### src/core/pwmdb_pkg.sv
package pwmdb_pkg;
	// Widths
	localparam int CNT_W = 16;
	localparam int DB_W = 12;
	localparam int NUM_EV = 6;
	localparam int ACT_W = 2;
	localparam int ADDR_W = 8;
	// Register byte offsets
	localparam logic [ADDR_W-1:0] REG_UPD = 8'h00;
	localparam logic [ADDR_W-1:0] REG_SYNC = 8'h04;
	localparam logic [ADDR_W-1:0] REG_OUTEN = 8'h08;
	localparam logic [ADDR_W-1:0] REG_INV = 8'h0C;
	localparam logic [ADDR_W-1:0] REG_FLTEN = 8'h10;
	localparam logic [ADDR_W-1:0] REG_GCTL = 8'h14;
	localparam logic [ADDR_W-1:0] REG_INTEN = 8'h18;
	localparam logic [ADDR_W-1:0] REG_COUNT = 8'h1C;
	localparam logic [ADDR_W-1:0] REG_LOAD = 8'h20;
	localparam logic [ADDR_W-1:0] REG_CMPA = 8'h24;
	localparam logic [ADDR_W-1:0] REG_CMPB = 8'h28;
	localparam logic [ADDR_W-1:0] REG_ACTA = 8'h2C;
	localparam logic [ADDR_W-1:0] REG_ACTB = 8'h30;
	localparam logic [ADDR_W-1:0] REG_DBCTL = 8'h34;
	localparam logic [ADDR_W-1:0] REG_DBRISE = 8'h38;
	localparam logic [ADDR_W-1:0] REG_DBFALL = 8'h3C;
	localparam logic [ADDR_W-1:0] REG_STATUS = 8'h40;
	// Generator control field positions
	localparam int GCTL_RUN = 0;
	localparam int GCTL_UPDN = 1;
	localparam int GCTL_STALLRUN = 2;
	localparam int GCTL_SYNCUPD = 3;
	localparam int GCTL_W = 4;
	// Event positions; interrupt enable uses the same order plus the fault bit
	localparam int EV_ZERO = 0;
	localparam int EV_LOAD = 1;
	localparam int EV_AUP = 2;
	localparam int EV_ADN = 3;
	localparam int EV_BUP = 4;
	localparam int EV_BDN = 5;
	localparam int INTEN_FAULT = 6;
	// Status field positions
	localparam int ST_FAULT = 0;
	localparam int ST_DIR = 1;
	localparam int ST_GENA = 2;
	localparam int ST_GENB = 3;
	// Action codes
	localparam logic [ACT_W-1:0] ACT_NONE = 2'h0;
	localparam logic [ACT_W-1:0] ACT_TOGGLE = 2'h1;
	localparam logic [ACT_W-1:0] ACT_LOW = 2'h2;
	localparam logic [ACT_W-1:0] ACT_HIGH = 2'h3;

	typedef enum logic {PWMDB_DOWN, PWMDB_UP} pwmdb_dir_type;

	function automatic logic act_apply(input logic cur, input logic [ACT_W-1:0] code);
		logic r;
		r = cur;
		unique case (code)
			ACT_NONE: r = cur;
			ACT_TOGGLE: r = !cur;
			ACT_LOW: r = 1'b0;
			ACT_HIGH: r = 1'b1;
		endcase
		return r;
	endfunction

	// One generator output; own_a selects which comparator wins a tie
	function automatic logic gen_step(input logic cur, input logic [NUM_EV*ACT_W-1:0] acts,
		input logic [NUM_EV-1:0] ev, input logic own_a);
		logic v;
		logic ma;
		logic mb;
		v = cur;
		ma = ev[EV_AUP] | ev[EV_ADN];
		mb = ev[EV_BUP] | ev[EV_BDN];
		if (ev[EV_ZERO]) begin
			v = act_apply(v, acts[EV_ZERO*ACT_W +: ACT_W]);
		end
		if (ev[EV_LOAD]) begin
			v = act_apply(v, acts[EV_LOAD*ACT_W +: ACT_W]);
		end
		if (!(ev[EV_ZERO] | ev[EV_LOAD])) begin
			if (ma && (own_a || !mb)) begin
				v = act_apply(v, ev[EV_AUP] ? acts[EV_AUP*ACT_W +: ACT_W]
					: acts[EV_ADN*ACT_W +: ACT_W]);
			end
			if (mb && (!own_a || !ma)) begin
				v = act_apply(v, ev[EV_BUP] ? acts[EV_BUP*ACT_W +: ACT_W]
					: acts[EV_BDN*ACT_W +: ACT_W]);
			end
		end
		return v;
	endfunction

	function automatic logic [31:0] be_merge(input logic [31:0] cur, input logic [31:0] wd,
		input logic [3:0] be);
		logic [31:0] r;
		r = cur;
		for (int i = 0; i < 4; i++) begin
			if (be[i]) begin
				r[8*i +: 8] = wd[8*i +: 8];
			end
		end
		return r;
	endfunction
endpackage

### src/core/pwmdb_evt_if.sv
`timescale 1ns/1ps
interface pwmdb_evt_if;
	import pwmdb_pkg::*;
	logic [CNT_W-1:0] count;
	logic dir;
	logic at_zero;
	logic [NUM_EV-1:0] ev;
	modport src (output count, output dir, output at_zero, output ev);
	modport dst (input count, input dir, input at_zero, input ev);
endinterface

### src/core/pwmdb_counter.sv
`timescale 1ns/1ps
module pwmdb_counter import pwmdb_pkg::*; (
	// Clock and reset
	input wire logic core_clk_i,
	input wire logic reset_i,
	// Control
	input wire logic run_i,
	input wire logic updown_i,
	input wire logic stall_i,
	input wire logic stall_run_i,
	input wire logic sync_i,
	input wire logic [CNT_W-1:0] load_i,
	input wire logic [CNT_W-1:0] cmpa_i,
	input wire logic [CNT_W-1:0] cmpb_i,
	// Events
	pwmdb_evt_if.src evt
);
	typedef struct packed {
		logic [CNT_W-1:0] cnt;
		pwmdb_dir_type dir;
	} pwmdb_cnt_type;

	pwmdb_cnt_type q;
	pwmdb_cnt_type d;
	logic adv;
	logic ma;
	logic mb;
	logic up_phase;

	// A stall without run-on freezes the count once it sits at zero
	assign adv = run_i && !(stall_i && !stall_run_i && q.cnt == '0);
	assign up_phase = updown_i && q.dir == PWMDB_UP;
	// A match value above the load value can never be met
	assign ma = adv && q.cnt == cmpa_i && cmpa_i <= load_i;
	assign mb = adv && q.cnt == cmpb_i && cmpb_i <= load_i;

	always_comb begin
		d = q;
		if (sync_i) begin
			d.cnt = '0;
			d.dir = PWMDB_UP;
		end else if (adv) begin
			if (!updown_i) begin
				d.dir = PWMDB_DOWN;
				d.cnt = (q.cnt == '0) ? load_i : q.cnt - 16'h1;
			end else begin
				unique case (q.dir)
					PWMDB_UP: begin
						if (q.cnt >= load_i) begin
							d.dir = PWMDB_DOWN;
							d.cnt = (q.cnt == '0) ? q.cnt : q.cnt - 16'h1;
						end else begin
							d.cnt = q.cnt + 16'h1;
						end
					end
					PWMDB_DOWN: begin
						if (q.cnt == '0) begin
							d.dir = PWMDB_UP;
							d.cnt = (load_i == '0) ? q.cnt : q.cnt + 16'h1;
						end else begin
							d.cnt = q.cnt - 16'h1;
						end
					end
				endcase
			end
		end
	end

	always_ff @(posedge core_clk_i or posedge reset_i) begin
		if (reset_i) begin
			q <= '0;
		end else begin
			q <= d;
		end
	end

	assign evt.count = q.cnt;
	assign evt.dir = up_phase;
	assign evt.at_zero = q.cnt == '0;
	assign evt.ev[EV_ZERO] = adv && q.cnt == '0;
	assign evt.ev[EV_LOAD] = adv && q.cnt == load_i;
	assign evt.ev[EV_AUP] = ma && up_phase;
	assign evt.ev[EV_ADN] = ma && !up_phase;
	assign evt.ev[EV_BUP] = mb && up_phase;
	assign evt.ev[EV_BDN] = mb && !up_phase;
endmodule

### src/core/pwmdb_deadband.sv
`timescale 1ns/1ps
module pwmdb_deadband import pwmdb_pkg::*; (
	// Clock and reset
	input wire logic core_clk_i,
	input wire logic reset_i,
	// Settings
	input wire logic enable_i,
	input wire logic [DB_W-1:0] rise_i,
	input wire logic [DB_W-1:0] fall_i,
	// Signals
	input wire logic in_a_i,
	input wire logic in_b_i,
	output logic out_a_o,
	output logic out_b_o
);
	typedef struct packed {
		logic prev;
		logic busy;
		logic [DB_W-1:0] cnt;
		logic oa;
		logic ob;
	} pwmdb_db_type;

	pwmdb_db_type q;
	pwmdb_db_type d;

	always_comb begin
		d = q;
		if (!enable_i) begin
			d.oa = in_a_i;
			d.ob = in_b_i;
			// Seen as an edge on enabling, so both outputs start from a dead phase
			d.prev = !in_a_i;
			d.busy = 1'b0;
		end else if (in_a_i != q.prev) begin
			d.prev = in_a_i;
			d.oa = 1'b0;
			d.ob = 1'b0;
			d.cnt = in_a_i ? rise_i : fall_i;
			d.busy = 1'b1;
		end else if (q.busy) begin
			if (q.cnt == '0) begin
				d.oa = q.prev;
				d.ob = !q.prev;
				d.busy = 1'b0;
			end else begin
				d.cnt = q.cnt - 12'h1;
			end
		end
	end

	always_ff @(posedge core_clk_i or posedge reset_i) begin
		if (reset_i) begin
			q <= '0;
		end else begin
			q <= d;
		end
	end

	assign out_a_o = q.oa;
	assign out_b_o = q.ob;
endmodule

### src/core/pwmdb_top.sv
`timescale 1ns/1ps
// Summary of operation
// - One 16-bit counter, down or up/down.
// - Down mode: count load to zero, reload, continue; zero then load.
// - Up/down mode: zero up to load, back down to zero, repeat.
// - Direction low in down mode; high counting up in up/down mode.
// - One-cycle pulses at count zero and at count equal to load.
// - Two comparators pulse on match, split by direction in up/down mode.
// - Match value above load never matches.
// - Four events in down mode, six in up/down mode.
// - Matches coinciding with zero or load are ignored by the generator.
// - On simultaneous matches, output A follows A only, B follows B only.
// - Each event applies none, toggle, low or high per output.
// - Dead band off: both generator signals pass unchanged.
// - Dead band on: output A is signal A with delayed rising edge.
// - Dead band on: output B is inverted A, rising edge delayed after fall.
// - Any subset of events may raise the interrupt.
// - Interrupt uses raw events, not dead-band delayed edges.
// - Global reset request returns the counter to its start.
// - Immediate mode: new load and compare apply at next zero.
// - Sync mode: new values wait for update request, then next zero.
// - Per-output fault enable forces output inactive; fault may interrupt.
// - Stall stops at zero or keeps running; stall never interrupts.
// - One enable mask and one inversion mask for the outputs.
// - Disabled outputs become zero, still passing through inversion.
// - Sync bit resets counter to zero and self-clears when done.
module pwmdb_top import pwmdb_pkg::*; (
	// Clock and reset
	input wire logic core_clk_i,
	input wire logic reset_i,
	// Avalon-MM slave
	input wire logic [ADDR_W-1:0] avs_address_i,
	input wire logic avs_read_i,
	input wire logic avs_write_i,
	input wire logic [31:0] avs_writedata_i,
	input wire logic [3:0] avs_byteenable_i,
	output logic [31:0] avs_readdata_o,
	output logic avs_waitrequest_o,
	// External conditions
	input wire logic fault_i,
	input wire logic stall_i,
	// Pins and interrupt
	output logic pin_output_zero_o,
	output logic pin_output_one_o,
	output logic irq_o
);
	typedef struct packed {
		logic ack;
		logic [31:0] rdata;
		logic upd_req;
		logic sync_req;
		logic [1:0] outen;
		logic [1:0] inv;
		logic [1:0] flten;
		logic [GCTL_W-1:0] gctl;
		logic [NUM_EV:0] inten;
		logic [CNT_W-1:0] load_p;
		logic [CNT_W-1:0] cmpa_p;
		logic [CNT_W-1:0] cmpb_p;
		logic [CNT_W-1:0] load_a;
		logic [CNT_W-1:0] cmpa_a;
		logic [CNT_W-1:0] cmpb_a;
		logic [NUM_EV*ACT_W-1:0] acta;
		logic [NUM_EV*ACT_W-1:0] actb;
		logic db_en;
		logic [DB_W-1:0] rise;
		logic [DB_W-1:0] fall;
		logic gen_a;
		logic gen_b;
		logic flt_m;
		logic flt_s;
		logic flt_prev;
		logic stl_m;
		logic stl_s;
		logic pin0;
		logic pin1;
		logic irq;
	} pwmdb_top_type;

	pwmdb_top_type q;
	pwmdb_top_type d;
	pwmdb_evt_if evt ();
	logic req;
	logic wr;
	logic [31:0] rdv;
	logic [31:0] wv;
	logic db_a;
	logic db_b;
	logic sync_mode;
	logic ma;
	logic mb;

	pwmdb_counter u_counter (
		.core_clk_i(core_clk_i),
		.reset_i(reset_i),
		.run_i(q.gctl[GCTL_RUN]),
		.updown_i(q.gctl[GCTL_UPDN]),
		.stall_i(q.stl_s),
		.stall_run_i(q.gctl[GCTL_STALLRUN]),
		.sync_i(q.sync_req),
		.load_i(q.load_a),
		.cmpa_i(q.cmpa_a),
		.cmpb_i(q.cmpb_a),
		.evt(evt.src)
	);

	pwmdb_deadband u_deadband (
		.core_clk_i(core_clk_i),
		.reset_i(reset_i),
		.enable_i(q.db_en),
		.rise_i(q.rise),
		.fall_i(q.fall),
		.in_a_i(q.gen_a),
		.in_b_i(q.gen_b),
		.out_a_o(db_a),
		.out_b_o(db_b)
	);

	// One wait state: read data is latched in the first cycle of a request
	assign req = avs_read_i | avs_write_i;
	assign wr = avs_write_i & q.ack;
	assign avs_waitrequest_o = req & !q.ack;
	assign avs_readdata_o = q.rdata;
	assign sync_mode = q.gctl[GCTL_SYNCUPD];
	assign ma = evt.ev[EV_AUP] | evt.ev[EV_ADN];
	assign mb = evt.ev[EV_BUP] | evt.ev[EV_BDN];
	assign wv = be_merge(rdv, avs_writedata_i, avs_byteenable_i);

	// Load and compare read back the pending values software last wrote
	always_comb begin
		rdv = '0;
		case (avs_address_i)
			REG_UPD: rdv = 32'(q.upd_req);
			REG_SYNC: rdv = 32'(q.sync_req);
			REG_OUTEN: rdv = 32'(q.outen);
			REG_INV: rdv = 32'(q.inv);
			REG_FLTEN: rdv = 32'(q.flten);
			REG_GCTL: rdv = 32'(q.gctl);
			REG_INTEN: rdv = 32'(q.inten);
			REG_COUNT: rdv = 32'(evt.count);
			REG_LOAD: rdv = 32'(q.load_p);
			REG_CMPA: rdv = 32'(q.cmpa_p);
			REG_CMPB: rdv = 32'(q.cmpb_p);
			REG_ACTA: rdv = 32'(q.acta);
			REG_ACTB: rdv = 32'(q.actb);
			REG_DBCTL: rdv = 32'(q.db_en);
			REG_DBRISE: rdv = 32'(q.rise);
			REG_DBFALL: rdv = 32'(q.fall);
			REG_STATUS: begin
				rdv[ST_FAULT] = q.flt_s;
				rdv[ST_DIR] = evt.dir;
				rdv[ST_GENA] = q.gen_a;
				rdv[ST_GENB] = q.gen_b;
			end
			default: rdv = '0;
		endcase
	end

	always_comb begin
		d = q;
		d.ack = req & !q.ack;
		if (req & !q.ack) begin
			d.rdata = rdv;
		end
		d.flt_m = fault_i;
		d.flt_s = q.flt_m;
		d.flt_prev = q.flt_s;
		d.stl_m = stall_i;
		d.stl_s = q.stl_m;
		// Auto-clears come first so a write in the same cycle wins
		if (q.sync_req) begin
			d.sync_req = 1'b0;
		end
		// Applying only at zero avoids runt or stretched pulses
		if (evt.at_zero && (!sync_mode || q.upd_req)) begin
			d.load_a = q.load_p;
			d.cmpa_a = q.cmpa_p;
			d.cmpb_a = q.cmpb_p;
			d.upd_req = 1'b0;
		end
		// Events of the unused direction never fire in down mode
		d.gen_a = gen_step(q.gen_a, q.acta, evt.ev, 1'b1);
		d.gen_b = gen_step(q.gen_b, q.actb, evt.ev, 1'b0);
		d.pin0 = (db_a & q.outen[0] & !(q.flt_s & q.flten[0])) ^ q.inv[0];
		d.pin1 = (db_b & q.outen[1] & !(q.flt_s & q.flten[1])) ^ q.inv[1];
		d.irq = |(evt.ev & q.inten[NUM_EV-1:0]);
		if (q.inten[INTEN_FAULT] && q.flt_s && !q.flt_prev) begin
			d.irq = 1'b1;
		end
		if (wr) begin
			case (avs_address_i)
				REG_UPD: begin
					if (wv[0]) begin
						d.upd_req = 1'b1;
					end
				end
				REG_SYNC: begin
					if (wv[0]) begin
						d.sync_req = 1'b1;
					end
				end
				REG_OUTEN: d.outen = wv[1:0];
				REG_INV: d.inv = wv[1:0];
				REG_FLTEN: d.flten = wv[1:0];
				REG_GCTL: d.gctl = wv[GCTL_W-1:0];
				REG_INTEN: d.inten = wv[NUM_EV:0];
				REG_LOAD: d.load_p = wv[CNT_W-1:0];
				REG_CMPA: d.cmpa_p = wv[CNT_W-1:0];
				REG_CMPB: d.cmpb_p = wv[CNT_W-1:0];
				REG_ACTA: d.acta = wv[NUM_EV*ACT_W-1:0];
				REG_ACTB: d.actb = wv[NUM_EV*ACT_W-1:0];
				REG_DBCTL: d.db_en = wv[0];
				REG_DBRISE: d.rise = wv[DB_W-1:0];
				REG_DBFALL: d.fall = wv[DB_W-1:0];
				default: d.db_en = q.db_en;
			endcase
		end
	end

	always_ff @(posedge core_clk_i or posedge reset_i) begin
		if (reset_i) begin
			q <= '0;
		end else begin
			q <= d;
		end
	end

	assign pin_output_zero_o = q.pin0;
	assign pin_output_one_o = q.pin1;
	assign irq_o = q.irq;
endmodule

### config.mk
export PLATFORM = sky130hd
export DESIGN_NAME = pwmdb_top
export DESIGN_NICKNAME = d
export VERILOG_FILES = /design/src/core/pwmdb_pkg.sv /design/src/core/pwmdb_evt_if.sv /design/src/core/pwmdb_counter.sv /design/src/core/pwmdb_deadband.sv /design/src/core/pwmdb_top.sv
export SDC_FILE = /design/constraint.sdc
export NUM_CORES = 1
export LEC_CHECK = 0
export ABC_AREA = 1
export BUFFER_PORTS_ARGS = -buffer_cell sky130_fd_sc_hd__buf_2
export CORE_ASPECT_RATIO = 2
export CORE_UTILIZATION = 29
export CTS_CLUSTER_DIAMETER = 200
export DETAILED_ROUTE_END_ITERATION = 16
export GPL_TIMING_DRIVEN = 0
export PLACE_DENSITY = 0.42
export SYNTH_ARGS = -nofsm -noshare
export SYNTH_HDL_FRONTEND = slang
export SYNTH_SLANG_ARGS = --single-unit
### constraint.sdc
create_clock -name core_clk_i -period 10.5 [get_ports core_clk_i]
set_input_delay 2.1 -clock core_clk_i [delete_from_list [all_inputs] [get_ports core_clk_i]]
set_output_delay 2.1 -clock core_clk_i [all_outputs]
set_load 0.05 [all_outputs]
==> metrics.txt <==
outcome=finished clean; Boundary Pins=86; largest net degree at the start of global routing=89; TritonCTS clock tree=yes; hold buffer count at CTS=0; CP Launch Type=input pin; mapped cell area=0.01322 sq mm; Vias=12,040; Synth warnings=0; Switching Fraction=40.58%; min Tclk post-route=5801 ps; Initial Util=29.38%; clk buf depth=3; first-pass GRT wire length=80.74 mm; most frequent cell after synthesis=nand2_1; Sw Pwr=1.120 mW; final core occ=33.55%; min-delay worst type=reg2reg; actual slew at the worst max-slew pin=1317 ps; Post-DRT Antenna Nets=0; type of the worst setup path=in2out; RSZ-0062 raised after global routing=no; Post-synth EDFFs=0; Avg Inst Size Synth=7.809 sq um; Reg power frac=34.6%; CTS resizes=0; Min-Delay Endpoint=q[3]; #FFs+latches synth=224; # rows=110; clk_skew=9.011 ps; Post-synth top cells=470 x nand2_1, 224 x dfrtp_1, 182 x o21ai_0, 165 x inv_1, 95 x nor2_1; Worst R2R Path Depth=12; Final setup viols=0; Worst slew margin=11.90%; Synth Instances=1,693; PwrDens=182.7 mW/mm^2; # DRC=0; crit end category=output port; synth-to-layout area growth=14.20%; fmax=172.4 MHz; fraction of layout cells with a size suffix above 1=13.37%; Reg-to-Reg End=u_counter.evt.count[12]; CTS Sinks=224; max-cap violation count=0; hold wc startpoint=d[3]; setup TNS=0 ps; Area after DPL=0.01432 sq mm; Die ar.=0.04650 sq mm; Die W=153.0 um; R2R setup slack=6920 ps; DR pass1 iterations=5; Hold Vio Cnt, Final=0; DRT iter0 DRCs=569; Cells after DPL=2,321; later-pin clock latency in the skew report=550 ps; final instance area=0.01510 sq mm; Final GP Congestion=0.8854; Leak=7.166 nW; vias per cell=5.096; initial antenna violation count=1; CP required=8400 ps; proportion of netlist area held by the largest area contributor=42.40%; ANT cells=0; clock share of power=32.2%; CTS clk-pin slew, worst paths=60 ps; CTS root buffer=clkbuf_16; Final HPWL DP=44.98 mm; VDD IR max=0.0001067 V; Gate power share=33.2%; global-route usage over all layers=23.97%; R2R Path Start=q[102]; grt ovf=0; top_reg_cell synth=dfrtp_1; drt wl/cell=23.45 um; total wire length=55.38 mm; Synth async-reset ratio=100.0%; fin crit share=55.25%; post-CTS setup buffers=0; Worst Path Max Fanout=10; Total Power=2.759 mW; htree depth=1; Slew Limit Fails=0; CTS Buf Count=24; nets@finish=1,889; Hold Path Depth=0; largest area contributor in the netlist=dfrtp_1; Arr. time, crit path=3700 ps; synth top area cells=dfrtp_1 42%, nand2_1 13%, o21ai_0 6.9%; non-filler instance count after layout=2,362; internal power=1.639 mW; vias in the first global route=12,190; Core Area=0.04501 sq mm; Die H=304.0 um; Seq/Total Area, Yosys=42.40%; synth unique cells=57; Port-buffer cells=51
[power groups by stage]
stage | combinational [mW] | clock [mW] | sequential, mW
after global routing | 0.988 | 0.929 | 0.959
final | 0.917 | 0.888 | 0.954
after CTS | 0.927 | 0.903 | 0.954
after floorplan | 0.570 | 0 | 0.953
after global placement | 0.917 | 0 | 0.970
after detailed placement | 0.925 | 0 | 0.970
[registers in the layout, indices dropped and copies added, names as in the netlist]
name                 cells
u_counter.evt.count     16
u_deadband.q            14
u_deadband.out_a_o       1
d                        3
q                      169
u_deadband.out_b_o       1
avs_readdata_o          16
pin_output_one_o         1
irq_o                    1
u_counter.q              1
pin_output_zero_o        1
[worst max-delay path, cell delays in order]
cell,delay (ps)
buf_2,110
nor2_1,70
nor2_1,980
buf_2,440
[through the flow]
step                      hold slack, ps  setup WS (ps)
final                              348.4           4699
after global routing               368.9           4733
after CTS                          350.9           4772
after detailed placement           334.7           4775
after global placement             337.9          -1233
after floorplan                    331.2           2266
[cell type report]
type,instances,area [sq um]
repair buffers,53,310.3
plain buffers,91,545.5
flip-flops and latches,224,5605
inverters,191,726.9
fillers,4834,29910
well taps,560,700.7
multi-input cells,1202,6426
clock inverters,8,78.83
clock buffers,33,705.7
[logic make-up (layout without fill, tap and decap cells)]
kind of cell | count (synthesis) | in the layout | share of synthesized area, %
buffers and inverters | 282 | 376 | 9.568
xor gates and xnor gates | 33 | 33 | 2.186
adders and majority gates | 52 | 52 | 4.921
muxes | 18 | 18 | 1.590
AOI/OAI and AO/OA | 366 | 366 | 15.89
DFF | 224 | 224 | 42.40
and+or+nand+nor | 717 | 717 | 23.42
other | 1 | 16 | 0.02836
[how the worst max path moves through the flow]
stage                     start                 to  slack [ps]  cells past startpoint
floorplan               reset_i  avs_readdata_o[0]        2270                      1
global placement        reset_i              q[72]       -1230                      2
detailed placement  avs_write_i  avs_waitrequest_o        4770                      4
CTS                 avs_write_i  avs_waitrequest_o        4770                      4
finish              avs_write_i  avs_waitrequest_o        4700                      4
global route        avs_write_i  avs_waitrequest_o        4730                      4
[cells in the final DEF (no fill, tap or decap), types with 41 or more instances in the layout]
master,instances
nand2_1,470
buf_4,41
a21oi_1,42
nand3_1,55
buf_2,61
dfrtp_1,224
inv_1,164
ha_1,52
o21ai_0,182
nor2_1,95
[per-layer routing]
| layer | part of all wire [%] | global-route usage, % | routed length (um) |
|---|---|---|---|
| met3 | 2.3 | 1.809 | 1270 |
| met2 | 56 | 48.08 | 31210 |
| met4 | 9.2 | 19.54 | 5118 |
| met1 | 32 | 21.36 | 17780 |
| met5 | 0 | 0 | 0 |
(Power assumes the default switching activity.)
